[src/cwd_cfg.svh]
`ifndef CWD_CFG_SVH
`define CWD_CFG_SVH

// Window counts
`define CWD_NUM_MEM 5
`define CWD_NUM_IO 2

// Register offsets
`define CWD_MCTL_A 8'h16
`define CWD_MCTL_C 8'h25
`define CWD_MEM_BASE 8'h40
`define CWD_MEM_SPAN 8'h28
`define CWD_STAT_A 8'h68
`define CWD_STAT_B 8'h69
`define CWD_IO_BASE 8'h70
`define CWD_IO_SPAN 8'h10

// Byte positions inside one window block
`define CWD_WB_START_LO 3'h0
`define CWD_WB_START_HI 3'h1
`define CWD_WB_END_LO 3'h2
`define CWD_WB_END_HI 3'h3
`define CWD_WB_OFF_LO 3'h4
`define CWD_WB_OFF_HI 3'h5
`define CWD_WB_UPPER 3'h6
`define CWD_WB_MCTL 3'h7
`define CWD_WB_ICTL 3'h6

// Control field positions
`define CWD_CTL_EN 0
`define CWD_CTL_TSET 1
`define CWD_CTL_REG 2
`define CWD_CTL_WP 3
`define CWD_CTL_FIXED 2
`define CWD_CTL_W16 3
`define CWD_CTL_AUTO 4
`define CWD_ZV_EN_BIT 0
`define CWD_ZV_ARM_BIT 7

// Reset values and address output-enable masks (all driven, bypass)
`define CWD_REG_RST 8'h00
`define CWD_OE_ALL 26'h3ffffff
`define CWD_OE_ZV 26'h000000f

`endif

[src/cwd_pkg.sv]
package cwd_pkg;
    typedef logic [7:0] cwd_byte_t;
    typedef logic [7:0][7:0] cwd_win_t;
    typedef logic [25:0] cwd_caddr_t;
endpackage

[src/cwd_mem_match.sv]
`include "cwd_cfg.svh"

// One memory window: page compare, range compare and translation
module cwd_mem_match
    import cwd_pkg::*;
(
    input wire cwd_win_t win,
    input wire logic [31:0] host_addr,
    output logic hit,
    output cwd_caddr_t card_addr
);
    logic [11:0] start_pg;
    logic [11:0] end_pg;
    logic [13:0] offset;
    logic [11:0] page;

    assign start_pg = {win[`CWD_WB_START_HI][3:0], win[`CWD_WB_START_LO]};
    assign end_pg = {win[`CWD_WB_END_HI][3:0], win[`CWD_WB_END_LO]};
    assign offset = {win[`CWD_WB_OFF_HI][5:0], win[`CWD_WB_OFF_LO]};
    assign page = host_addr[23:12];

    assign hit = win[`CWD_WB_MCTL][`CWD_CTL_EN]
        && (host_addr[31:24] == win[`CWD_WB_UPPER])
        && (page >= start_pg) && (page <= end_pg);

    // Carry out of bit 25 is dropped
    assign card_addr = {2'b00, host_addr[23:0]} + {offset, 12'h000};
endmodule

[src/cwd_io_match.sv]
`include "cwd_cfg.svh"

// One I/O window: byte-resolution range compare and translation
module cwd_io_match
    import cwd_pkg::*;
(
    input wire cwd_win_t win,
    input wire logic [31:0] host_addr,
    output logic hit,
    output cwd_caddr_t card_addr
);
    logic [15:0] start_a;
    logic [15:0] end_a;
    logic [15:0] offset;
    logic [15:0] io_sum;

    assign start_a = {win[`CWD_WB_START_HI], win[`CWD_WB_START_LO]};
    assign end_a = {win[`CWD_WB_END_HI], win[`CWD_WB_END_LO]};
    assign offset = {win[`CWD_WB_OFF_HI], win[`CWD_WB_OFF_LO]};

    assign hit = win[`CWD_WB_ICTL][`CWD_CTL_EN]
        && (host_addr[31:16] == 16'h0000)
        && (host_addr[15:0] >= start_a) && (host_addr[15:0] <= end_a);

    assign io_sum = host_addr[15:0] + offset;
    assign card_addr = {10'h000, io_sum};
endmodule

[src/cwd_card_window_decoder.sv]
// Summary of operation
// - Five memory and two I/O windows.
// - Disabled memory windows never claim accesses.
// - Memory bounds 4K granular within page.
// - Claim memory only between start and end.
// - Card address is host plus offset.
// - Upper field selects 16M host page.
// - Each window picks timing set 0/1.
// - Per-window attribute select drives REG active.
// - Protected windows drop writes, reads proceed.
// - Only enabled I/O windows claim accesses.
// - I/O bounds byte resolution, 64K space.
// - Auto sizing follows IOIS16 from card.
// - Fixed 8/16 width overrides auto sizing.
// - Bypass needs enable and arm both set.
// - Bypass floats card address A25..A4.
//
// Strobed register access was decided locally.
`include "cwd_cfg.svh"

module cwd_card_window_decoder
    import cwd_pkg::*;
(
    input wire logic clk,
    input wire logic reset,
    input wire logic [7:0] reg_addr,
    input wire logic [7:0] reg_wdata,
    input wire logic reg_wr,
    input wire logic reg_rd,
    output logic [7:0] reg_rdata,
    input wire logic host_req,
    input wire logic host_io,
    input wire logic host_write,
    input wire logic [31:0] host_addr,
    input wire logic card_iois16_n,
    output logic host_claim,
    output logic host_wp_drop,
    output logic card_req,
    output logic card_io,
    output logic card_write,
    output logic card_reg_n,
    output logic card_tset,
    output logic card_width16,
    output logic [25:0] card_addr_o,
    output logic [25:0] card_addr_oe,
    output logic zv_active
);

////////////////////////////////////////////////////////////////////////////
// Register file

    cwd_win_t mem_win_ff [`CWD_NUM_MEM];
    cwd_win_t nxt_mem_win [`CWD_NUM_MEM];
    cwd_win_t io_win_ff [`CWD_NUM_IO];
    cwd_win_t nxt_io_win [`CWD_NUM_IO];
    cwd_byte_t mctl_a_ff;
    cwd_byte_t nxt_mctl_a;
    cwd_byte_t mctl_c_ff;
    cwd_byte_t nxt_mctl_c;
    cwd_byte_t reg_rdata_ff;
    cwd_byte_t nxt_reg_rdata;
    logic [4:0] last_mem_hit_ff;
    logic [4:0] nxt_last_mem_hit;
    logic [1:0] last_io_hit_ff;
    logic [1:0] nxt_last_io_hit;
    logic iois16_n_meta_ff;
    logic iois16_n_sync_ff;

    logic [7:0] mem_rel;
    logic [7:0] io_rel;
    logic mem_sel;
    logic io_sel;
    logic [2:0] mem_idx;
    logic io_idx;
    logic [2:0] byt;

    assign mem_rel = reg_addr - `CWD_MEM_BASE;
    assign io_rel = reg_addr - `CWD_IO_BASE;
    assign mem_sel = (reg_addr >= `CWD_MEM_BASE) && (mem_rel < `CWD_MEM_SPAN);
    assign io_sel = (reg_addr >= `CWD_IO_BASE) && (io_rel < `CWD_IO_SPAN);
    assign mem_idx = mem_rel[5:3];
    assign io_idx = io_rel[3];
    assign byt = reg_addr[2:0];

    always_comb begin
        nxt_mem_win = mem_win_ff;
        nxt_io_win = io_win_ff;
        nxt_mctl_a = mctl_a_ff;
        nxt_mctl_c = mctl_c_ff;
        nxt_reg_rdata = `CWD_REG_RST;
        for (int i = 0; i < `CWD_NUM_MEM; i++) begin
            if (reg_wr && mem_sel && (mem_idx == 3'(i))) begin
                nxt_mem_win[i][byt] = reg_wdata;
            end
        end
        for (int i = 0; i < `CWD_NUM_IO; i++) begin
            if (reg_wr && io_sel && (io_idx == 1'(i))) begin
                nxt_io_win[i][byt] = reg_wdata;
            end
        end
        if (reg_wr && (reg_addr == `CWD_MCTL_A)) begin
            nxt_mctl_a = reg_wdata;
        end
        if (reg_wr && (reg_addr == `CWD_MCTL_C)) begin
            nxt_mctl_c = reg_wdata;
        end
        if (reg_rd) begin
            if (mem_sel) begin
                nxt_reg_rdata = mem_win_ff[mem_idx][byt];
            end else if (io_sel) begin
                nxt_reg_rdata = io_win_ff[io_idx][byt];
            end else if (reg_addr == `CWD_MCTL_A) begin
                nxt_reg_rdata = mctl_a_ff;
            end else if (reg_addr == `CWD_MCTL_C) begin
                nxt_reg_rdata = mctl_c_ff;
            end else if (reg_addr == `CWD_STAT_A) begin
                nxt_reg_rdata = {3'h0, last_mem_hit_ff};
            end else if (reg_addr == `CWD_STAT_B) begin
                nxt_reg_rdata = {zv_active, ~iois16_n_sync_ff, 4'h0,
                    last_io_hit_ff};
            end
        end
    end

    always_ff @(posedge clk) begin
        if (reset) begin
            for (int i = 0; i < `CWD_NUM_MEM; i++) begin
                mem_win_ff[i] <= '0;
            end
            for (int i = 0; i < `CWD_NUM_IO; i++) begin
                io_win_ff[i] <= '0;
            end
            mctl_a_ff <= `CWD_REG_RST;
            mctl_c_ff <= `CWD_REG_RST;
            reg_rdata_ff <= `CWD_REG_RST;
        end else begin
            mem_win_ff <= nxt_mem_win;
            io_win_ff <= nxt_io_win;
            mctl_a_ff <= nxt_mctl_a;
            mctl_c_ff <= nxt_mctl_c;
            reg_rdata_ff <= nxt_reg_rdata;
        end
    end

    assign reg_rdata = reg_rdata_ff;

////////////////////////////////////////////////////////////////////////////
// Card pin synchroniser

    always_ff @(posedge clk) begin
        if (reset) begin
            iois16_n_meta_ff <= 1'b1;
            iois16_n_sync_ff <= 1'b1;
        end else begin
            iois16_n_meta_ff <= card_iois16_n;
            iois16_n_sync_ff <= iois16_n_meta_ff;
        end
    end

////////////////////////////////////////////////////////////////////////////
// Window matchers

    logic [`CWD_NUM_MEM-1:0] mem_hit;
    cwd_caddr_t mem_caddr [`CWD_NUM_MEM];
    logic [`CWD_NUM_IO-1:0] io_hit;
    cwd_caddr_t io_caddr [`CWD_NUM_IO];

    for (genvar g = 0; g < `CWD_NUM_MEM; g++) begin : g_mem
        cwd_mem_match u_mem (
            .win(mem_win_ff[g]),
            .host_addr(host_addr),
            .hit(mem_hit[g]),
            .card_addr(mem_caddr[g])
        );
    end

    for (genvar g = 0; g < `CWD_NUM_IO; g++) begin : g_io
        cwd_io_match u_io (
            .win(io_win_ff[g]),
            .host_addr(host_addr),
            .hit(io_hit[g]),
            .card_addr(io_caddr[g])
        );
    end

////////////////////////////////////////////////////////////////////////////
// Claim and card-side request

    logic host_claim_ff, nxt_host_claim;
    logic host_wp_drop_ff, nxt_host_wp_drop;
    logic card_req_ff, nxt_card_req;
    logic card_io_ff, nxt_card_io;
    logic card_write_ff, nxt_card_write;
    logic card_reg_n_ff, nxt_card_reg_n;
    logic card_tset_ff, nxt_card_tset;
    logic card_width16_ff, nxt_card_width16;
    cwd_caddr_t card_addr_ff, nxt_card_addr;
    logic [25:0] card_addr_oe_ff, nxt_card_addr_oe;
    logic zv_active_ff, nxt_zv_active;
    cwd_byte_t sel_mctl;
    cwd_byte_t sel_ictl;
    cwd_caddr_t sel_mcaddr;
    cwd_caddr_t sel_icaddr;
    logic mem_any;
    logic io_any;
    logic io_w16;

    // Lowest-numbered window wins; overlap is left to software
    always_comb begin
        sel_mctl = `CWD_REG_RST;
        sel_ictl = `CWD_REG_RST;
        sel_mcaddr = '0;
        sel_icaddr = '0;
        for (int i = `CWD_NUM_MEM - 1; i >= 0; i--) begin
            if (mem_hit[i]) begin
                sel_mctl = mem_win_ff[i][`CWD_WB_MCTL];
                sel_mcaddr = mem_caddr[i];
            end
        end
        for (int i = `CWD_NUM_IO - 1; i >= 0; i--) begin
            if (io_hit[i]) begin
                sel_ictl = io_win_ff[i][`CWD_WB_ICTL];
                sel_icaddr = io_caddr[i];
            end
        end
    end

    assign mem_any = |mem_hit;
    assign io_any = |io_hit;
    assign io_w16 = sel_ictl[`CWD_CTL_FIXED] ? sel_ictl[`CWD_CTL_W16]
        : (sel_ictl[`CWD_CTL_AUTO] & ~iois16_n_sync_ff);

    always_comb begin
        nxt_host_claim = 1'b0;
        nxt_host_wp_drop = 1'b0;
        nxt_card_req = 1'b0;
        nxt_card_io = card_io_ff;
        nxt_card_write = card_write_ff;
        nxt_card_reg_n = card_reg_n_ff;
        nxt_card_tset = card_tset_ff;
        nxt_card_width16 = card_width16_ff;
        nxt_card_addr = card_addr_ff;
        nxt_last_mem_hit = last_mem_hit_ff;
        nxt_last_io_hit = last_io_hit_ff;
        if (host_req && !host_io && mem_any) begin
            nxt_host_claim = 1'b1;
            nxt_last_mem_hit = mem_hit;
            if (host_write && sel_mctl[`CWD_CTL_WP]) begin
                nxt_host_wp_drop = 1'b1;
            end else begin
                nxt_card_req = 1'b1;
                nxt_card_io = 1'b0;
                nxt_card_write = host_write;
                nxt_card_reg_n = ~sel_mctl[`CWD_CTL_REG];
                nxt_card_tset = sel_mctl[`CWD_CTL_TSET];
                nxt_card_width16 = 1'b1;
                nxt_card_addr = sel_mcaddr;
            end
        end else if (host_req && host_io && io_any) begin
            nxt_host_claim = 1'b1;
            nxt_last_io_hit = io_hit;
            nxt_card_req = 1'b1;
            nxt_card_io = 1'b1;
            nxt_card_write = host_write;
            nxt_card_reg_n = 1'b1;
            nxt_card_tset = sel_ictl[`CWD_CTL_TSET];
            nxt_card_width16 = io_w16;
            nxt_card_addr = sel_icaddr;
        end
        nxt_zv_active = mctl_a_ff[`CWD_ZV_EN_BIT]
            & mctl_c_ff[`CWD_ZV_ARM_BIT];
        nxt_card_addr_oe = nxt_zv_active ? `CWD_OE_ZV : `CWD_OE_ALL;
    end

    always_ff @(posedge clk) begin
        if (reset) begin
            host_claim_ff <= 1'b0;
            host_wp_drop_ff <= 1'b0;
            card_req_ff <= 1'b0;
            card_io_ff <= 1'b0;
            card_write_ff <= 1'b0;
            card_reg_n_ff <= 1'b1;
            card_tset_ff <= 1'b0;
            card_width16_ff <= 1'b0;
            card_addr_ff <= '0;
            card_addr_oe_ff <= `CWD_OE_ALL;
            zv_active_ff <= 1'b0;
            last_mem_hit_ff <= '0;
            last_io_hit_ff <= '0;
        end else begin
            host_claim_ff <= nxt_host_claim;
            host_wp_drop_ff <= nxt_host_wp_drop;
            card_req_ff <= nxt_card_req;
            card_io_ff <= nxt_card_io;
            card_write_ff <= nxt_card_write;
            card_reg_n_ff <= nxt_card_reg_n;
            card_tset_ff <= nxt_card_tset;
            card_width16_ff <= nxt_card_width16;
            card_addr_ff <= nxt_card_addr;
            card_addr_oe_ff <= nxt_card_addr_oe;
            zv_active_ff <= nxt_zv_active;
            last_mem_hit_ff <= nxt_last_mem_hit;
            last_io_hit_ff <= nxt_last_io_hit;
        end
    end

    assign host_claim = host_claim_ff;
    assign host_wp_drop = host_wp_drop_ff;
    assign card_req = card_req_ff;
    assign card_io = card_io_ff;
    assign card_write = card_write_ff;
    assign card_reg_n = card_reg_n_ff;
    assign card_tset = card_tset_ff;
    assign card_width16 = card_width16_ff;
    assign card_addr_o = card_addr_ff;
    assign card_addr_oe = card_addr_oe_ff;
    assign zv_active = zv_active_ff;

    logic mem_en_any;
    logic io_en_any;
    cwd_win_t w0;
    cwd_caddr_t w0_expect;
    logic w0_in;

    always_comb begin
        mem_en_any = 1'b0;
        io_en_any = 1'b0;
        for (int i = 0; i < `CWD_NUM_MEM; i++) begin
            mem_en_any |= mem_win_ff[i][`CWD_WB_MCTL][`CWD_CTL_EN];
        end
        for (int i = 0; i < `CWD_NUM_IO; i++) begin
            io_en_any |= io_win_ff[i][`CWD_WB_ICTL][`CWD_CTL_EN];
        end
    end

    assign w0 = mem_win_ff[0];
    assign w0_expect = {2'b00, host_addr[23:0]}
        + {w0[`CWD_WB_OFF_HI][5:0], w0[`CWD_WB_OFF_LO], 12'h000};
    assign w0_in = w0[`CWD_WB_MCTL][`CWD_CTL_EN]
        && (host_addr[31:24] == w0[`CWD_WB_UPPER])
        && (host_addr[23:12] >= {w0[`CWD_WB_START_HI][3:0],
            w0[`CWD_WB_START_LO]})
        && (host_addr[23:12] <= {w0[`CWD_WB_END_HI][3:0],
            w0[`CWD_WB_END_LO]});
endmodule

[config.mk]
export PLATFORM = sky130hd
export DESIGN_NAME = cwd_card_window_decoder
export DESIGN_NICKNAME = d
export VERILOG_FILES = /design/src/cwd_pkg.sv /design/src/cwd_mem_match.sv /design/src/cwd_io_match.sv /design/src/cwd_card_window_decoder.sv
export VERILOG_INCLUDE_DIRS = /design/src
export SDC_FILE = /design/constraint.sdc
export NUM_CORES = 2
export LEC_CHECK = 0
export ABC_AREA = 1
export BUFFER_PORTS_ARGS = -buffer_cell sky130_fd_sc_hd__buf_2
export CAP_MARGIN = 20
export CELL_PAD_IN_SITES_DETAIL_PLACEMENT = 0
export CELL_PAD_IN_SITES_GLOBAL_PLACEMENT = 2
export CORE_ASPECT_RATIO = 1.4
export CORE_UTILIZATION = 33
export CTS_CLUSTER_SIZE = 28
export DETAILED_ROUTE_END_ITERATION = 8
export PLACE_DENSITY_LB_ADDON = 0.15
export SLEW_MARGIN = 20
export SYNTH_ARGS = -nofsm -noshare
export SYNTH_HDL_FRONTEND = slang
export SYNTH_SLANG_ARGS = --single-unit
[constraint.sdc]
create_clock -name clk -period 2.4 [get_ports clk]
set_input_delay 0.12 -clock clk [delete_from_list [all_inputs] [get_ports clk]]
set_output_delay 0.12 -clock clk [all_outputs]
set_load 0.005 [all_outputs]
==> metrics.md <==
| Metric | Value |
|---|---|
| Status | `finished, violations left` |
| Violated checks | `negative setup slack` |
| Critical Path Sink Type | `flip-flop` |
| Initial DRC Count | `2,833` |
| Number of CTS-inserted buffers | `60` |
| Worst reg2reg setup slack | `-0.36 ns` |
| Worst Setup EP | `card_addr_o[1]$_SDFFE_PP0P_` |
| Clock Skew | `0.0212 ns` |
| DRT Pass-1 Iters | `5` |
| Clock Latency Late Sink | `0.69 ns` |
| Share of layout cells above drive strength 1 | `23.6%` |
| Die area | `102,000 um2` |
| Final period utilization | `115%` |
| Most common cell after layout, fill and taps aside | `a21oi_1` |
| Synth cell types | `61` |
| Max_cap viols | `0` |
| Via/cell ratio | `5.26` |
| Hold Fails Final Rpt | `0` |
| PortBufs | `120` |
| Vias | `36,600` |
| Sequential area share after synthesis | `31.1%` |
| Layout area overhead | `35.0%` |
| # setup viols final | `39` |
| Worst-path cell chain | `inv_4 -> ha_4 -> nand2_4 -> nor2_4 -> buf_6 -> and2_4 -> nand2_2 -> nand4_1 -> buf_6 -> nand3_4 -> buf_6 -> inv_6 -> nor2_4 -> nand2_2 -> nand2_4 -> nand2_4 -> nand2_8 -> nand2_8 -> buf_8 -> nand2_2 -> nand2_1 -> nor2_1` |
| Initial antenna violation count | `9` |
| CP Class | `reg2reg` |
| CP startpoint | `mem_win_ff[203]$_SDFFE_PP0P_` |
| CP top delay family | `simple AND/OR/NAND/NOR gates` |
| Die X-Extent | `270 um` |
| Gpl congestion | `0.953` |
| H-tree levels | `2` |
| Hpwl dp | `128,000 um` |
| PwrDens | `484 nW/um2` |
| Final non-filler cell total | `6,962` |
| CP Buf/Inv Count | `6` |
| Root buffer cell | `clkbuf_16` |
| Final core occ | `45.0%` |
| Final worst slack | `-0.362 ns` |
| RR Startpoint | `mem_win_ff[203]$_SDFFE_PP0P_` |
| Pleak | `19.6 nW` |
| CP Max Fanout | `6` |
| Multi-input logic area | `20,200 um2` |
| Pre-CTS WS | `-0.746 ns` |
| Pin count of the biggest net entering global routing | `104` |
| Worst hold margin | `0.0355 ns` |
| Critical R2R Capture | `card_addr_o[1]$_SDFFE_PP0P_` |
| Required time worst endpoint | `2.97 ns` |
| R2R depth | `22` |
| Yosys reg bits | `517` |
| Layout Nets | `5,928` |
| Fill cells | `10,400` |
| RSZ-0062 raised after global routing | `true` |
| Slowest CP cell | `dfxtp_2` |
| Crit path largest cell delay | `0.34 ns` |
| Top-area cell type share of the netlist area | `31.1%` |
| # rows | `137` |
| Ports | `125` |
| Synthesized cell area | `33,300 um2` |
| Mean routed wirelength per cell | `24.1 um` |
| Initial core utilization | `33.4%` |
| DRC | `0` |
| Worst Tran Pin Value | `0.706 ns` |
| WP data arrival | `3.33 ns` |
| Core area | `99,800 um2` |
| Grt ovf | `0` |
| CTS tree | `built` |
| Total Routing Usage GR | `32.2%` |
| VDD IR-drop max | `0.565 mV` |
| Synth top area cells | `dfxtp_1 31%, a21oi_1 12%, ha_1 10%` |
| Relative slew slack | `52.3%` |
| Routed Antenna Nets | `0` |
| Total area of sequential cells | `10,400 um2` |
| Crit. path cell count | `22` |
| Placed Instances | `6,816` |
| Syn avg cell area | `6.91 um2` |
| Die Ht | `378 um` |
| Clock sinks | `517` |
| Maximum clock frequency | `362 MHz` |
| Hold WC Path Type | `in2reg` |
| Synth Warn # | `0` |
| Clk buf depth | `3` |
| Fin. max-slew vios | `0` |
| Critical Path Start Type | `flip-flop` |
| Final WL | `168,000 um` |
| Cells after Synth | `4,814` |
| Vias in the first global route | `35,700` |
| Most frequent cells in the layout | `774 x a21oi_1, 756 x buf_4, 726 x nand2_1, 630 x o21ai_0, 504 x dfxtp_1` |
| Clk slew on worst S/H paths | `0.07 ns` |
| Tmin final | `2.76 ns` |
| Leading area contributor after synthesis | `dfxtp_1` |
| First-pass GRT wire length | `241,000 um` |
cell type report:
class                      instances  area share (%)
timing repair inverter             1          0.0362
clock buffer                      91            4.05
clock inverter                    19           0.576
antenna                            3          0.0167
timing repair buffer             999            19.0
multi-input combinational       3465            44.9
inverter                         547            4.66
sequential                       517            23.1
tap                             1320            3.68
worst min-delay path by stage:
| stage | slack (ns) | cells after the start | from | endpoint |
|---|---|---|---|---|
| after floorplan | 0.22 | 1 | card_iois16_n | iois16_n_meta_ff$_SDFF_PP1_ |
| after global placement | 0.37 | 2 | card_iois16_n | iois16_n_meta_ff$_SDFF_PP1_ |
| after detailed placement | 0.37 | 2 | card_iois16_n | iois16_n_meta_ff$_SDFF_PP1_ |
| after CTS | 0.002 | 5 | host_io | last_io_hit_ff[0]$_SDFFE_PP0P_ |
| after global routing | 0.03 | 5 | reset | mem_win_ff[168]$_SDFFE_PP0P_ |
| final | 0.04 | 5 | reset | mem_win_ff[233]$_SDFFE_PP0P_ |
what timing repair did:
item,4_1_cts,5_1_grt
buffers inserted,11,8
setup endpoints to repair,41,41
gates cloned,0,2
hold buffers,12,0
hold endpoints to repair,136,0
resized for setup,85,101
pin swaps,25,55
flip-flops by register name, indices dropped and copies added, names as in the netlist, 2 cells and up:
| register | cells |
|---|---|
| last_io_hit_ff | 2 |
| card_addr_o | 26 |
| mctl_a_ff | 8 |
| io_win_ff | 128 |
| mctl_c_ff | 8 |
| reg_rdata | 8 |
| last_mem_hit_ff | 5 |
| mem_win_ff | 320 |
layer usage:
layer	track usage (%)	share of wire (%)	wire length, um
met1	36.8	39	65900
met2	57.9	50	83900
met3	2.91	3.9	6630
met4	18.9	6.8	11400
met5	0	0.0077	13
worst min-delay path: cells and delay by family:
family | cells | cell delay, ns
buffers and inverters | 3 | 0.41
AOI/OAI and AO/OA | 2 | 0.11
metrics by stage:
| step | area, um2 | power [W] | TNS [ns] |
|---|---|---|---|
| finish | 44900 | 0.0218 | -11.75 |
| detailed placement | 41800 | 0.0119 | -25.52 |
| global route | 44900 | 0.0225 | -15.61 |
| CTS | 44400 | 0.0219 | -10.71 |
| floorplan | 33300 | 0.0101 | 0 |
| global placement | 41800 | 0.0119 | -25.80 |
cell usage after synthesis, drive strengths merged:
cell type	number
a211o	1
a211oi	8
a21boi	5
a21o	12
a21oi	786
a221o	1
a221oi	35
a22oi	14
a31oi	8
and2	4
and3	1
buf	117
clkbuf	172
clkinv	10
conb	1
dfxtp	517
fa	7
ha	274
inv	537
mux2i	2
nand2	765
nand3	238
nand3b	23
nand4	44
nor2	326
nor3	48
nor3b	1
nor4	6
o2111ai	14
o211ai	28
o21a	9
o21ai	661
o21bai	10
o221ai	26
o22ai	10
o311ai	3
o31ai	5
o41ai	2
or2	13
xnor2	29
xor2	41
where the power goes:
part           total, W  internal [W]  switching, W
Sequential      0.00861       0.00860     0.0000127
Combinational   0.00319       0.00112       0.00206
Clock           0.00997       0.00575       0.00422
Total            0.0218        0.0155       0.00629
cells by family after synthesis:
group	count (synthesis)	synth area share (%)
flops	517	31.1
fa+ha+maj	281	10.7
simple gates	1469	19.7
xor+xnor	70	1.84
buf+inv	836	10.2
compound gates	1638	26.3
other cells	1	0.0113
mux	2	0.0602
Note: power is estimated with default switching activity, not from simulation.
